**config.mk**
```make
export PLATFORM = sky130hd
export DESIGN_NAME = slr_engine
export DESIGN_NICKNAME = d
export VERILOG_FILES = /design/src/slr_pkg.sv /design/src/slr_engine.sv
export SDC_FILE = /design/constraint.sdc
export NUM_CORES = 1
export LEC_CHECK = 0
export BUFFER_PORTS_ARGS = -buffer_cell sky130_fd_sc_hd__buf_2
export CAP_MARGIN = 20
export CORE_AREA = 2 2 298 182
export DETAILED_ROUTE_END_ITERATION = 7
export DIE_AREA = 0 0 300 184
export PLACE_DENSITY_LB_ADDON = 0.2
export SYNTH_ARGS = -nofsm -noshare
export SYNTH_HDL_FRONTEND = slang
export SYNTH_SLANG_ARGS = --single-unit
```
**constraint.sdc**
```tcl
create_clock -name pclk -period 17 [get_ports pclk]
set_input_delay 0.85 -clock pclk [delete_from_list [all_inputs] [get_ports pclk]]
set_output_delay 0.85 -clock pclk [all_outputs]
set_load 0.01 [all_outputs]
```
**src/slr_pkg.sv**
```systemverilog
// Constants and types for the scanline table run engine.
// Assumes a 16-bit word memory port and an APB register bus with 32-bit data.
package slr_pkg;

    // =========================================================
    // Register map (byte offsets)
    localparam logic [7:0] SLR_OFF_CTRL = 8'h00;
    localparam logic [7:0] SLR_OFF_TABLE = 8'h04;
    localparam logic [7:0] SLR_OFF_INIT = 8'h08;
    localparam logic [7:0] SLR_OFF_WARP = 8'h0c;
    localparam logic [7:0] SLR_OFF_BAND = 8'h10;
    localparam logic [7:0] SLR_OFF_STATUS = 8'h14;
    localparam logic [7:0] SLR_OFF_CUR = 8'h18;
    localparam logic [7:0] SLR_OFF_RESUME = 8'h1c;

    // Control and status bit positions
    localparam int SLR_CTRL_START = 0;
    localparam int SLR_CTRL_ORIENT = 1;
    localparam int SLR_CTRL_BANDED = 2;
    localparam int SLR_CTRL_RESUME = 3;
    localparam int SLR_STAT_BUSY = 0;
    localparam int SLR_STAT_DONE = 1;
    localparam int SLR_STAT_FAULT = 2;

    // Reset values
    localparam logic [31:0] SLR_RST_WORD = 32'h0000_0000;
    localparam logic [2:0] SLR_RST_CTRL = 3'h0;

    // =========================================================
    // Specifier identification
    localparam int SLR_ID16_BIT = 15;
    localparam logic [1:0] SLR_ID32 = 2'h2;
    localparam logic [1:0] SLR_ID48 = 2'h3;
    localparam logic [31:0] SLR_WORD_BYTES = 32'h0000_0002;
    localparam logic [15:0] SLR_NULL_SPEC = 16'h0000;

    typedef enum logic [1:0] {SLR_K16, SLR_K32, SLR_K48} slr_kind_e;

    typedef struct packed {
        slr_kind_e kind;
        logic [1:0] vertical_move;
        logic [31:0] horizontal_move;
        logic [31:0] combined_move;
        logic [13:0] run_pixel_count;
    } slr_spec_s;

    typedef struct packed {
        logic [31:0] addr;
        logic [13:0] len;
    } slr_run_s;

endpackage

```
**src/slr_engine.sv**
```systemverilog
// Scanline table run engine: APB registers, table fetch, run issue.
// Assumes a word memory answering mem_req with a one-cycle mem_ack and
// a drawing unit that takes run requests by valid/ready.
`timescale 1ns/1ns
module slr_engine
    import slr_pkg::*;
(
    input wire logic pclk,
    input wire logic presetn,
    input wire logic psel,
    input wire logic penable,
    input wire logic pwrite,
    input wire logic [31:0] paddr,
    input wire logic [31:0] pwdata,
    output logic [31:0] prdata,
    output logic pready,
    output logic pslverr,
    output logic mem_req,
    output logic [31:0] mem_addr,
    input wire logic mem_ack,
    input wire logic [15:0] mem_rdata,
    output logic run_valid,
    output slr_run_s run,
    input wire logic run_ready,
    output logic band_fault
);

    typedef enum logic [1:0] {S_IDLE, S_FETCH, S_EXEC, S_DRAW} slr_state_e;

    slr_state_e state;
    logic [2:0] ctrl;
    logic [31:0] table_ptr;
    logic [31:0] init_addr;
    logic [31:0] warp;
    logic [31:0] band_end;
    logic [31:0] cur;
    logic [31:0] spec_ptr;
    logic [31:0] resume_ptr;
    logic [31:0] resume_cur;
    logic [31:0] disp_q;
    logic done;
    logic first;
    logic is_null;
    logic [1:0] idx;
    logic [1:0] need;
    logic [15:0] wbuf [3];
    logic wr_en;
    logic rd_en;
    logic mapped;
    logic start;
    logic rev_fetch;
    logic rev_path;
    logic [1:0] need_now;
    logic [1:0] slot;
    slr_spec_s spec;
    logic [31:0] disp;
    logic [31:0] target;
    logic fault_now;

    // =========================================================
    // Specifier decoding

    // Words held per specifier, from an end word (ids sit at both ends)
    function automatic logic [1:0] slr_words(input logic [15:0] w);
        if (!w[SLR_ID16_BIT]) begin
            return 2'h1;
        end else if (w[15:14] == SLR_ID32) begin
            return 2'h2;
        end
        return 2'h3;
    endfunction

    // Words are in address order: w0 lowest
    function automatic slr_spec_s slr_decode(input logic [15:0] w0,
                                             input logic [15:0] w1,
                                             input logic [15:0] w2);
        slr_spec_s s;
        s = '0;
        if (!w0[SLR_ID16_BIT]) begin
            s.kind = SLR_K16;
            s.vertical_move = {1'b0, w0[14]};
            s.horizontal_move = {{24{w0[13]}}, w0[13:6]};
            s.run_pixel_count = {8'h00, w0[5:0]};
        end else if (w0[15:14] == SLR_ID32) begin
            s.kind = SLR_K32;
            s.vertical_move = w0[13:12];
            s.run_pixel_count = {2'h0, w0[11:0]};
            s.horizontal_move = {{18{w1[13]}}, w1[13:0]};
        end else begin
            s.kind = SLR_K48;
            s.run_pixel_count = w0[13:0];
            s.combined_move = {{2{w1[15]}}, w1, w2[13:0]};
        end
        return s;
    endfunction

    // =========================================================
    // APB slave
    always_comb begin
        unique case (paddr[7:0])
            SLR_OFF_CTRL, SLR_OFF_TABLE, SLR_OFF_INIT, SLR_OFF_WARP,
            SLR_OFF_BAND, SLR_OFF_STATUS, SLR_OFF_CUR,
            SLR_OFF_RESUME: mapped = (paddr[31:8] == 24'h00_0000);
            default: mapped = 1'b0;
        endcase
    end

    assign wr_en = psel && penable && pready && pwrite && mapped;
    assign rd_en = psel && penable && !pready && !pwrite;
    assign start = wr_en && paddr[7:0] == SLR_OFF_CTRL
        && pwdata[SLR_CTRL_START] && state == S_IDLE;

    // One wait state: pready rises in the second access cycle
    always_ff @(posedge pclk or negedge presetn) begin
        if (!presetn) begin
            pready <= 1'b0;
            pslverr <= 1'b0;
        end else begin
            pready <= psel && penable && !pready;
            pslverr <= psel && penable && !pready && !mapped;
        end
    end

    always_ff @(posedge pclk or negedge presetn) begin
        if (!presetn) begin
            prdata <= SLR_RST_WORD;
        end else if (rd_en && !mapped) begin
            prdata <= SLR_RST_WORD;
        end else if (rd_en) begin
            unique case (paddr[7:0])
                SLR_OFF_CTRL: prdata <= {28'h000_0000, ctrl, 1'b0};
                SLR_OFF_TABLE: prdata <= table_ptr;
                SLR_OFF_INIT: prdata <= init_addr;
                SLR_OFF_WARP: prdata <= warp;
                SLR_OFF_BAND: prdata <= band_end;
                SLR_OFF_STATUS: prdata <= {29'h0000_0000, band_fault, done,
                                           state != S_IDLE};
                SLR_OFF_CUR: prdata <= cur;
                SLR_OFF_RESUME: prdata <= resume_ptr;
                default: prdata <= SLR_RST_WORD;
            endcase
        end
    end

    // Mode bits are latched with every write; start is only a pulse
    always_ff @(posedge pclk or negedge presetn) begin
        if (!presetn) begin
            ctrl <= SLR_RST_CTRL;
            table_ptr <= SLR_RST_WORD;
            init_addr <= SLR_RST_WORD;
            warp <= SLR_RST_WORD;
            band_end <= SLR_RST_WORD;
        end else if (wr_en) begin
            unique case (paddr[7:0])
                SLR_OFF_CTRL: ctrl <= pwdata[SLR_CTRL_RESUME:SLR_CTRL_ORIENT];
                SLR_OFF_TABLE: table_ptr <= {pwdata[31:1], 1'b0};
                SLR_OFF_INIT: init_addr <= pwdata;
                SLR_OFF_WARP: warp <= pwdata;
                SLR_OFF_BAND: band_end <= pwdata;
                default: ;
            endcase
        end
    end

    // =========================================================
    // Decode and address arithmetic
    assign rev_fetch = ctrl[SLR_CTRL_ORIENT - 1];
    assign rev_path = ctrl[SLR_CTRL_ORIENT - 1] && ctrl[SLR_CTRL_BANDED - 1];
    assign need_now = (idx == 2'h0) ? slr_words(mem_rdata) : need;
    // Backward walk meets the last word first: fill the buffer from the top
    assign slot = rev_fetch ? 2'(need_now - 2'h1 - idx) : idx;
    assign spec = slr_decode(wbuf[0], wbuf[1], wbuf[2]);

    always_comb begin
        if (spec.kind == SLR_K48) begin
            disp = spec.combined_move;
        end else begin
            disp = 32'({30'h0000_0000, spec.vertical_move} * warp)
                + spec.horizontal_move;
        end
        if (rev_path) begin
            target = cur - {18'h0_0000, spec.run_pixel_count};
        end else begin
            target = cur + disp;
        end
        // Lower band edge is never tested, so a negative move slips past
        fault_now = ctrl[SLR_CTRL_BANDED - 1]
            && target >= band_end;
    end

    // =========================================================
    // Engine
    always_ff @(posedge pclk or negedge presetn) begin
        if (!presetn) begin
            state <= S_IDLE;
            mem_req <= 1'b0;
            mem_addr <= SLR_RST_WORD;
            cur <= SLR_RST_WORD;
            spec_ptr <= SLR_RST_WORD;
            disp_q <= SLR_RST_WORD;
            idx <= 2'h0;
            need <= 2'h1;
            first <= 1'b0;
            is_null <= 1'b0;
            run_valid <= 1'b0;
            run <= '0;
            wbuf[0] <= SLR_NULL_SPEC;
            wbuf[1] <= SLR_NULL_SPEC;
            wbuf[2] <= SLR_NULL_SPEC;
        end else begin
            unique case (state)
                S_IDLE: begin
                    if (start) begin
                        if (pwdata[SLR_CTRL_RESUME]) begin
                            mem_addr <= resume_ptr;
                            cur <= resume_cur;
                        end else begin
                            mem_addr <= table_ptr;
                            cur <= init_addr;
                        end
                        first <= 1'b1;
                        idx <= 2'h0;
                        mem_req <= 1'b1;
                        state <= S_FETCH;
                    end
                end
                S_FETCH: begin
                    if (mem_ack) begin
                        wbuf[slot] <= mem_rdata;
                        if (idx == 2'h0) begin
                            need <= need_now;
                            spec_ptr <= mem_addr;
                            is_null <= mem_rdata == SLR_NULL_SPEC;
                        end
                        if (rev_fetch) begin
                            mem_addr <= mem_addr - SLR_WORD_BYTES;
                        end else begin
                            mem_addr <= mem_addr + SLR_WORD_BYTES;
                        end
                        if (idx + 2'h1 == need_now) begin
                            mem_req <= 1'b0;
                            idx <= 2'h0;
                            state <= S_EXEC;
                        end else begin
                            idx <= idx + 2'h1;
                        end
                    end
                end
                S_EXEC: begin
                    if (fault_now) begin
                        state <= S_IDLE;
                    end else begin
                        // Only the run start saw the band test
                        run.addr <= target;
                        run.len <= spec.run_pixel_count;
                        disp_q <= disp;
                        // A zero count issues no run at all
                        run_valid <= spec.run_pixel_count != 14'h0000;
                        state <= S_DRAW;
                    end
                end
                S_DRAW: begin
                    if (!run_valid || run_ready) begin
                        run_valid <= 1'b0;
                        if (rev_path) begin
                            cur <= run.addr - disp_q;
                        end else begin
                            cur <= run.addr + {18'h0_0000, run.len};
                        end
                        first <= 1'b0;
                        // Closing null ends the table after being executed
                        if (is_null && !first) begin
                            state <= S_IDLE;
                        end else begin
                            mem_req <= 1'b1;
                            state <= S_FETCH;
                        end
                    end
                end
            endcase
        end
    end

    // =========================================================
    // Status and resume point
    always_ff @(posedge pclk or negedge presetn) begin
        if (!presetn) begin
            done <= 1'b0;
            band_fault <= 1'b0;
            resume_ptr <= SLR_RST_WORD;
            resume_cur <= SLR_RST_WORD;
        end else begin
            // Hardware set wins over a same-cycle write-one-to-clear
            if (state == S_DRAW && (!run_valid || run_ready)
                    && is_null && !first) begin
                done <= 1'b1;
            end else if (wr_en && paddr[7:0] == SLR_OFF_STATUS
                    && pwdata[SLR_STAT_DONE]) begin
                done <= 1'b0;
            end
            if (state == S_EXEC && fault_now) begin
                band_fault <= 1'b1;
                resume_ptr <= spec_ptr;
                resume_cur <= cur;
            end else if (wr_en && paddr[7:0] == SLR_OFF_STATUS
                    && pwdata[SLR_STAT_FAULT]) begin
                band_fault <= 1'b0;
            end
        end
    end

    // =========================================================
    // Checks
    apb_ready_a: assert property (@(posedge pclk) disable iff (!presetn)
        psel && penable && !pready |=> pready)
        else $error("pready missing after access cycle");
    fault_stop_a: assert property (@(posedge pclk) disable iff (!presetn)
        state == S_EXEC && fault_now |=> band_fault && state == S_IDLE
            && !run_valid)
        else $error("band fault did not end the transfer");
    run_hold_a: assert property (@(posedge pclk) disable iff (!presetn)
        run_valid && !run_ready |=> run_valid && $stable(run))
        else $error("run request changed before taken");
    mem_hold_a: assert property (@(posedge pclk) disable iff (!presetn)
        mem_req && !mem_ack |=> mem_req && $stable(mem_addr))
        else $error("memory request dropped early");
    fetch_dir_a: assert property (@(posedge pclk) disable iff (!presetn)
        state == S_FETCH && mem_ack |=> mem_addr == (rev_fetch
            ? $past(mem_addr) - SLR_WORD_BYTES
            : $past(mem_addr) + SLR_WORD_BYTES))
        else $error("fetch pointer moved the wrong way");
    short_run_a: assert property (@(posedge pclk) disable iff (!presetn)
        state == S_EXEC && spec.kind == SLR_K16
        |-> spec.run_pixel_count[13:6] == 8'h00)
        else $error("short specifier run over 63");
    fwd_addr_a: assert property (@(posedge pclk) disable iff (!presetn)
        state == S_DRAW && run_valid && run_ready && !rev_path
        |=> cur == $past(run.addr) + {18'h0_0000, $past(run.len)})
        else $error("current address not past the run");
    rev_addr_a: assert property (@(posedge pclk) disable iff (!presetn)
        state == S_DRAW && run_valid && run_ready && rev_path
        |=> cur == $past(run.addr) - $past(disp_q))
        else $error("reverse address not displaced");
    start_load_a: assert property (@(posedge pclk) disable iff (!presetn)
        start && !pwdata[SLR_CTRL_RESUME]
        |=> cur == $past(init_addr) && mem_req ##1 state == S_FETCH)
        else $error("order start did not load the address");
    err_read_a: assert property (@(posedge pclk) disable iff (!presetn)
        pready && pslverr && !pwrite |-> prdata == SLR_RST_WORD)
        else $error("unmapped read returned data");

endmodule // slr_engine

```
## Word-level counts from Yosys, hierarchy flattened

Cells that the tools add are included.

- Register bits after elaboration: 462
- Bits in latches: 0
- Memory bits (writable): 0
- ROM bits: 0
- Bits of input ports: 87
- Output and inout port bits: 115
- Word-level logic and storage cells: 178
- Memories: 0

- Add/sub/neg operators: 10
- Multiply operators: 1
- Div/mod/pow operators: 0
- Order comparisons: 3
- Eq/ne operators: 20
- Shift-type cells: 0
- Multiplexer cells: 58
- Bitwise gates (word level): 2
- Reductions and logical operators: 56

Operators with widths:

| kind | number |
|---|---|
| 32-bit 2-to-1 mux | 14 |
| 32-bit one-hot mux with 8 select lines | 1 |
| 32-bit one-hot mux with 2 select lines | 2 |
| 32-bit adder | 2 |
| 48-bit bitwise mux | 1 |
| 36-bit 2-to-1 mux | 1 |
| 34-bit 2-to-1 mux | 1 |
| 32-bit by 14-bit adder with 32-bit output | 1 |
| 32-bit by 2-bit adder with 32-bit output, second input constant | 1 |
| 16-bit demux with 2-bit select | 1 |
| 8-bit by 5-bit equality test with 1-bit output, second input constant | 4 |
| 32-bit >= comparator | 1 |
| 2-bit by 32-bit multiplier with 32-bit output | 1 |
| 32-bit by 14-bit subtractor with 32-bit output | 1 |
| 32-bit by 2-bit subtractor with 32-bit output, second input constant | 1 |
| 32-bit subtractor | 1 |
| 14-bit 2-to-1 mux | 2 |
| 2-bit 2-to-1 mux | 14 |
| 24-bit logical NOT | 1 |
| 1-bit logical AND | 22 |
| 8-bit by 4-bit equality test with 1-bit output, second input constant | 2 |
| 16-bit logical NOT | 1 |
| 16-bit 2-to-1 mux | 1 |
| 1-bit 2-to-1 mux | 15 |
| other kinds (28) | 58 |

## Logic depth before layout (Yosys ltp)

- Word-level depth: 14
- Depth in mapped cells: 46

## Least setup slack after synthesis

Ideal clock, no wire load.

- Path kind: flip-flop to flip-flop
- Start: register wbuf[47] in the netlist's numbering
- End: register resume_cur[13]
- Library setup time: 0.125 ns
- Arrival: 9.062 ns
- Setup slack: 7.813 ns
- Stages on the path, launching flop included: 34
- Period minus slack after synthesis: 9.187 ns
- Cells stage by stage: dfrtp_1 > nor2b_1 > clkbuf_1 > a21oi_1 > fa_1 > inv_1 > ha_1 > nand4_1 > a2111o_1 > o211ai_1 > xnor2_1 > a41oi_1 > a2111oi_1 > nand2_1 > nor3_1 > a21oi_1 > or3_1 > ha_1 > and2_1 > nand2_1 > nor2_1 > a21oi_1 > o21ai_0 > or4_1 > a31oi_1 > xnor2_1 > xnor2_2 > ha_1 > nand3_1 > o41ai_1 > and3b_1 > clkbuf_1 > clkbuf_1 > mux2_2

- Word-level cells in the longest chain between the ends: 11
- Elaborated cells between the ends (all ways): 18
- Classes of those cells: 3 x add/sub; 1 x mul; 1 x order compare; 2 x eq/ne; 9 x mux; 2 x reduce/logical

RTL lines:

| what | RTL line | source |
|---|---|---|
| start, declared | slr_engine.sv:46 | `logic [15:0] wbuf [3];` |
| start signal, assigned by index | slr_engine.sv:229 | `wbuf[slot] <= mem_rdata;` |
| 2-bit equality test | slr_engine.sv:84 | `end else if (w0[15:14] == SLR_ID32) begin` |
| 34-bit 2-to-1 mux | slr_engine.sv:84 |  |
| 36-bit 2-to-1 mux | slr_engine.sv:79 | `if (!w0[SLR_ID16_BIT]) begin` |
| 2-bit by 32-bit multiplier with 32-bit output | slr_engine.sv:178 | `disp = 32'({30'h0000_0000, spec.vertical_move} * warp)` |
| 32-bit adder | slr_engine.sv:179 | `+ spec.horizontal_move;` |
| 32-bit 2-to-1 mux | slr_engine.sv:175 | `if (spec.kind == SLR_K48) begin` |
| 32-bit adder | slr_engine.sv:184 | `target = cur + disp;` |
| 32-bit 2-to-1 mux (*) | slr_engine.sv:181 | `if (rev_path) begin` |
| named net target[31] | slr_engine.sv:57 | `logic [31:0] target;` |
| 32-bit >= comparator (*) | slr_engine.sv:188 | `&& target >= band_end;` |
| 1-bit logical AND (*) | slr_engine.sv:188 |  |
| 1-bit logical AND (*) | slr_engine.sv:301 | `if (state == S_EXEC && fault_now) begin` |
| end signal, assigned | slr_engine.sv:304 | `resume_cur <= cur;` |
| end, declared | slr_engine.sv:39 | `logic [31:0] resume_cur;` |

Mark *: on every way through the listed nets, which the timed path passes. The rest lies on a longest branch.
A chain may end at the register's enable or synchronous reset.

## Worst setup path after layout

- Start: register wbuf[47] in the netlist's numbering
- End: register run[1] in the netlist's numbering

- Word-level cells in the longest chain between the ends: 12
- Elaborated cells between the ends (all ways): 19
- Classes of those cells: 3 x add/sub; 1 x mul; 1 x order compare; 2 x eq/ne; 9 x mux; 1 x bitwise; 2 x reduce/logical

RTL lines:

| what | RTL line | source |
|---|---|---|
| 2-bit equality test | slr_engine.sv:84 |  |
| 34-bit 2-to-1 mux | slr_engine.sv:84 |  |
| 36-bit 2-to-1 mux | slr_engine.sv:79 |  |
| 2-bit by 32-bit multiplier with 32-bit output | slr_engine.sv:178 |  |
| 32-bit adder | slr_engine.sv:179 |  |
| 32-bit 2-to-1 mux | slr_engine.sv:175 |  |
| 32-bit adder | slr_engine.sv:184 |  |
| 32-bit 2-to-1 mux (*) | slr_engine.sv:181 |  |
| named net target[31] | slr_engine.sv:57 |  |
| 32-bit >= comparator (*) | slr_engine.sv:188 |  |
| 1-bit logical AND (*) | slr_engine.sv:188 |  |
| 1-bit inverter (no source line) (*) | -- |  |
| 2-bit AND reduction (no source line) (*) | -- |  |
| end, declared | slr_engine.sv:23 | `output slr_run_s run,` |

Marks and branches as above.

==> impl_results.md <==
* Hold buffers post-CTS at 0
* Main synth FF type: dfrtp_1
* Global-route wire length before repair at 147 mm
* Power, Total at 2.22 mW
* CP required at 17.46 ns
* Crit-path max cell delay at 0.84 ns
* Top cells by area, synth: dfrtp_1 (40%), mux2_2 (11%), ha_1 (6.9%)
* Die area at 55200 um^2
* Final HPWL DP at 75.0 mm
* Filler cells at 4375
* Post-DRT Antenna Nets at 0
* Yosys cell types at 87
* Mapped cell area at 29100 um^2
* Initial Util at 0.557
* Hold crit path type: input pin to async pin
* Crit-path max FO at 76
* Cell repeated most along the worst path: ha_1
* Cells after Synth at 2991
* CP max stage cell: a21o_1
* Clock skew at 0.0203 ns
* Fraction of layout cells with a size suffix above 1 at 0.203
* # setup viols final at 0
* Largest area contributor in the netlist: dfrtp_1
* Synth Register Bits at 460
* Fin. max-slew vios at 0
* Die height at 184 um
* Vias in the first global route at 23.6k
* IO Pins at 202
* EDFF count, synth at 0
* Starting DRT DRC Count at 2573
* Crit. path cell count at 35
* Num CTS Buffers at 45
* Power per cell area at 68.7 nW/um^2
* Max cap viols at 0
* Synthesized Nets at 3273
* DRC at 0
* Routability Congestion at 0.995
* Largest net degree at the start of global routing at 109
* CTS Sinks at 460
* First drt pass iteration count at 8
* CP arrival at 12.72 ns
* Post-synth top cells: dfrtp_1 (459), nand2_1 (339), mux2_2 (287), o21ai_0 (227), a21oi_1 (195)
* Synthesis-to-layout area growth at 11.3%
* Total Neg Setup Slack at 0 ns
* H-tree depth at 2
* FFs w/ async S/R, synth at 1.00
* Cell count after placement at 3786
* Root Buffer: clkbuf_16
* Clk buf depth at 3
* Outcome: finished, final reports clean
* Most common cell in the netlist: dfrtp_1
* Routed vias/inst at 6.38
* Peak VDD IR at 76.3 uV
* Clock transition at the registers of the reported paths at 0.07 ns
* Fin crit share at 0.721
* Overflow after GRT at 0
* R2R depth at 35
* GRT Util Overall at 0.351
* Post-CTS setup buffer count at 0
* Die Wd at 300 um
* Crit end category: flop
* Final WL at 98.0 mm
* Site Rows at 65
* CTS tree: built
* Worst skew pair latency at 0.59 ns
* Startpoint type of the worst setup path: flop
* Final cell count without fillers at 3876
* Via count at 24.7k
* Mean area per synthesized cell at 9.72 um^2
* Sequential area share after synthesis at 0.396
* Hold WS at 0.325 ns
* Worst R2R Start: wbuf[47]
* Yosys warning total at 0
* Synth top area share at 0.395
* RSZ-0062 raised after global routing: false
* Worst-Margin Slew at 1.17 ns
* F_max at 0.0815 GHz
* Post-layout min period at 12.26 ns
* Port bufs at 201
* Post-CTS sizing at 0
* WL per Instance at 25.3 um
* Buffers and inverters on the worst path at 3
* Slew headroom at 0.214
* Crit path from: wbuf[47]
* Core Region at 52200 um^2
* Nets@finish at 3416
* Kind of critical path: flop to flop
* Largest delay share family, worst path: compound AO/OA/AOI/OAI gates
* LEAKAGE at 16.7 nW
* Final hold vios at 0
* Initial antenna violation count at 6
## layout make-up
cell class / instances / area, um^2 / area share
clock inverter: 18 / 210 / 0.00650
timing repair buffer: 238 / 1330 / 0.0412
antenna: 2 / 5.00 / 0.000155
clock buffer: 66 / 1340 / 0.0413
tap: 703 / 880 / 0.0272
multi-input combinational: 2258 / 16600 / 0.513
sequential: 460 / 11500 / 0.356
inverter: 131 / 492 / 0.0152
## registers in the layout, indices dropped and copies added, names as in the netlist, 2 cells and up
name and count:
warp 32, run 46, init_addr 32, resume_cur 32, cur 32, spec_ptr 32
disp_q 32, prdata 32, idx 2, resume_ptr 32, mem_addr 32, state 2
band_end 32, need 2, table_ptr 31, ctrl 3, wbuf 46
## power breakdown
group	total (mW)	leakage (nW)	switching (mW)	internal, mW
Combinational	0.0578	9.76	0.0436	0.0142
Sequential	1.09	6.23	0.000157	1.09
Clock	1.07	0.757	0.475	0.598
Total	2.22	16.7	0.518	1.71
## layer usage
metal | part of all wire | GRT usage | routed length, um | vias to the layer above
met5 | 0 | 0 | 0 | -
met4 | 0.024 | 0.0846 | 2350 | 0
met3 | 0.093 | 0.0724 | 9070 | 139
met2 | 0.44 | 0.539 | 43300 | 1122
met1 | 0.44 | 0.507 | 43300 | 12391
li1 | - | - | - | 11080
## worst register-to-register path: cells and delay by family, from the launching register on
kind / cells / cell delay, ns
mux: 2 / 0.87
simple gates: 9 / 2.84
fa+ha+maj: 5 / 1.49
buf+inv: 3 / 1.10
flops: 1 / 0.78
xor+xnor: 4 / 0.68
compound gates: 12 / 4.36
## metrics by stage
step	utilization	worst slack, ns	area, um^2
floorplan	-	7.81	29100
global placement	0.589	5.68	30700
detailed placement	0.589	5.20	30700
CTS	0.618	5.14	32300
global route	0.620	4.06	32400
finish	0.620	4.74	32400
## kinds of logic (layout without fill, tap and decap cells)
family	Yosys count	count (layout)	share of synthesized area
AOI/OAI and AO/OA	759	759	0.167
buffers and inverters	273	453	0.0357
DFF	460	460	0.396
adders and majority gates	195	195	0.0927
other	0	2	0
muxes	369	369	0.140
and+or+nand+nor	805	805	0.129
xor gates and xnor gates	130	130	0.0394
## path summary, 6_finish.rpt
path	to	slack (ns)
min reg2reg	disp_q[24]	0.47
min in group pclk	disp_q[24]	0.47
max	run[1]	4.74
min	wbuf[35]	0.32
max reg2reg	run[1]	4.74
max in group asynchronous	resume_cur[24]	13.81
## cell usage in the layout, fill, tap and decap left out, types with 9 or more instances in the layout
cell / Yosys / routed
dfrtp_1: 459 / 459
nand2_1: 339 / 338
mux2_2: 287 / 287
o21ai_0: 227 / 226
buf_2: 5 / 199
a21oi_1: 195 / 194
ha_1: 161 / 161
nor2_1: 166 / 159
inv_1: 131 / 131
mux2i_1: 78 / 78
xnor2_1: 77 / 77
a21o_1: 69 / 68
nand3_1: 64 / 64
xor2_1: 52 / 52
clkbuf_16: 0 / 46
a222oi_1: 42 / 42
nor3_1: 42 / 38
a22o_1: 36 / 36
buf_4: 2 / 35
fa_1: 34 / 34
nor2b_1: 29 / 28
o21a_1: 25 / 25
and3_1: 24 / 24
a22oi_1: 23 / 23
or3_1: 22 / 22
a211oi_1: 20 / 20
o21bai_1: 20 / 20
nand4_1: 20 / 20
nor4_1: 20 / 19
nand2b_1: 17 / 17
a31oi_1: 16 / 16
and2_1: 16 / 15
o31ai_1: 14 / 14
o211ai_1: 13 / 13
clkbuf_8: 0 / 11
clkbuf_1: 121 / 9
Note: power is estimated with default switching activity, not from simulation.
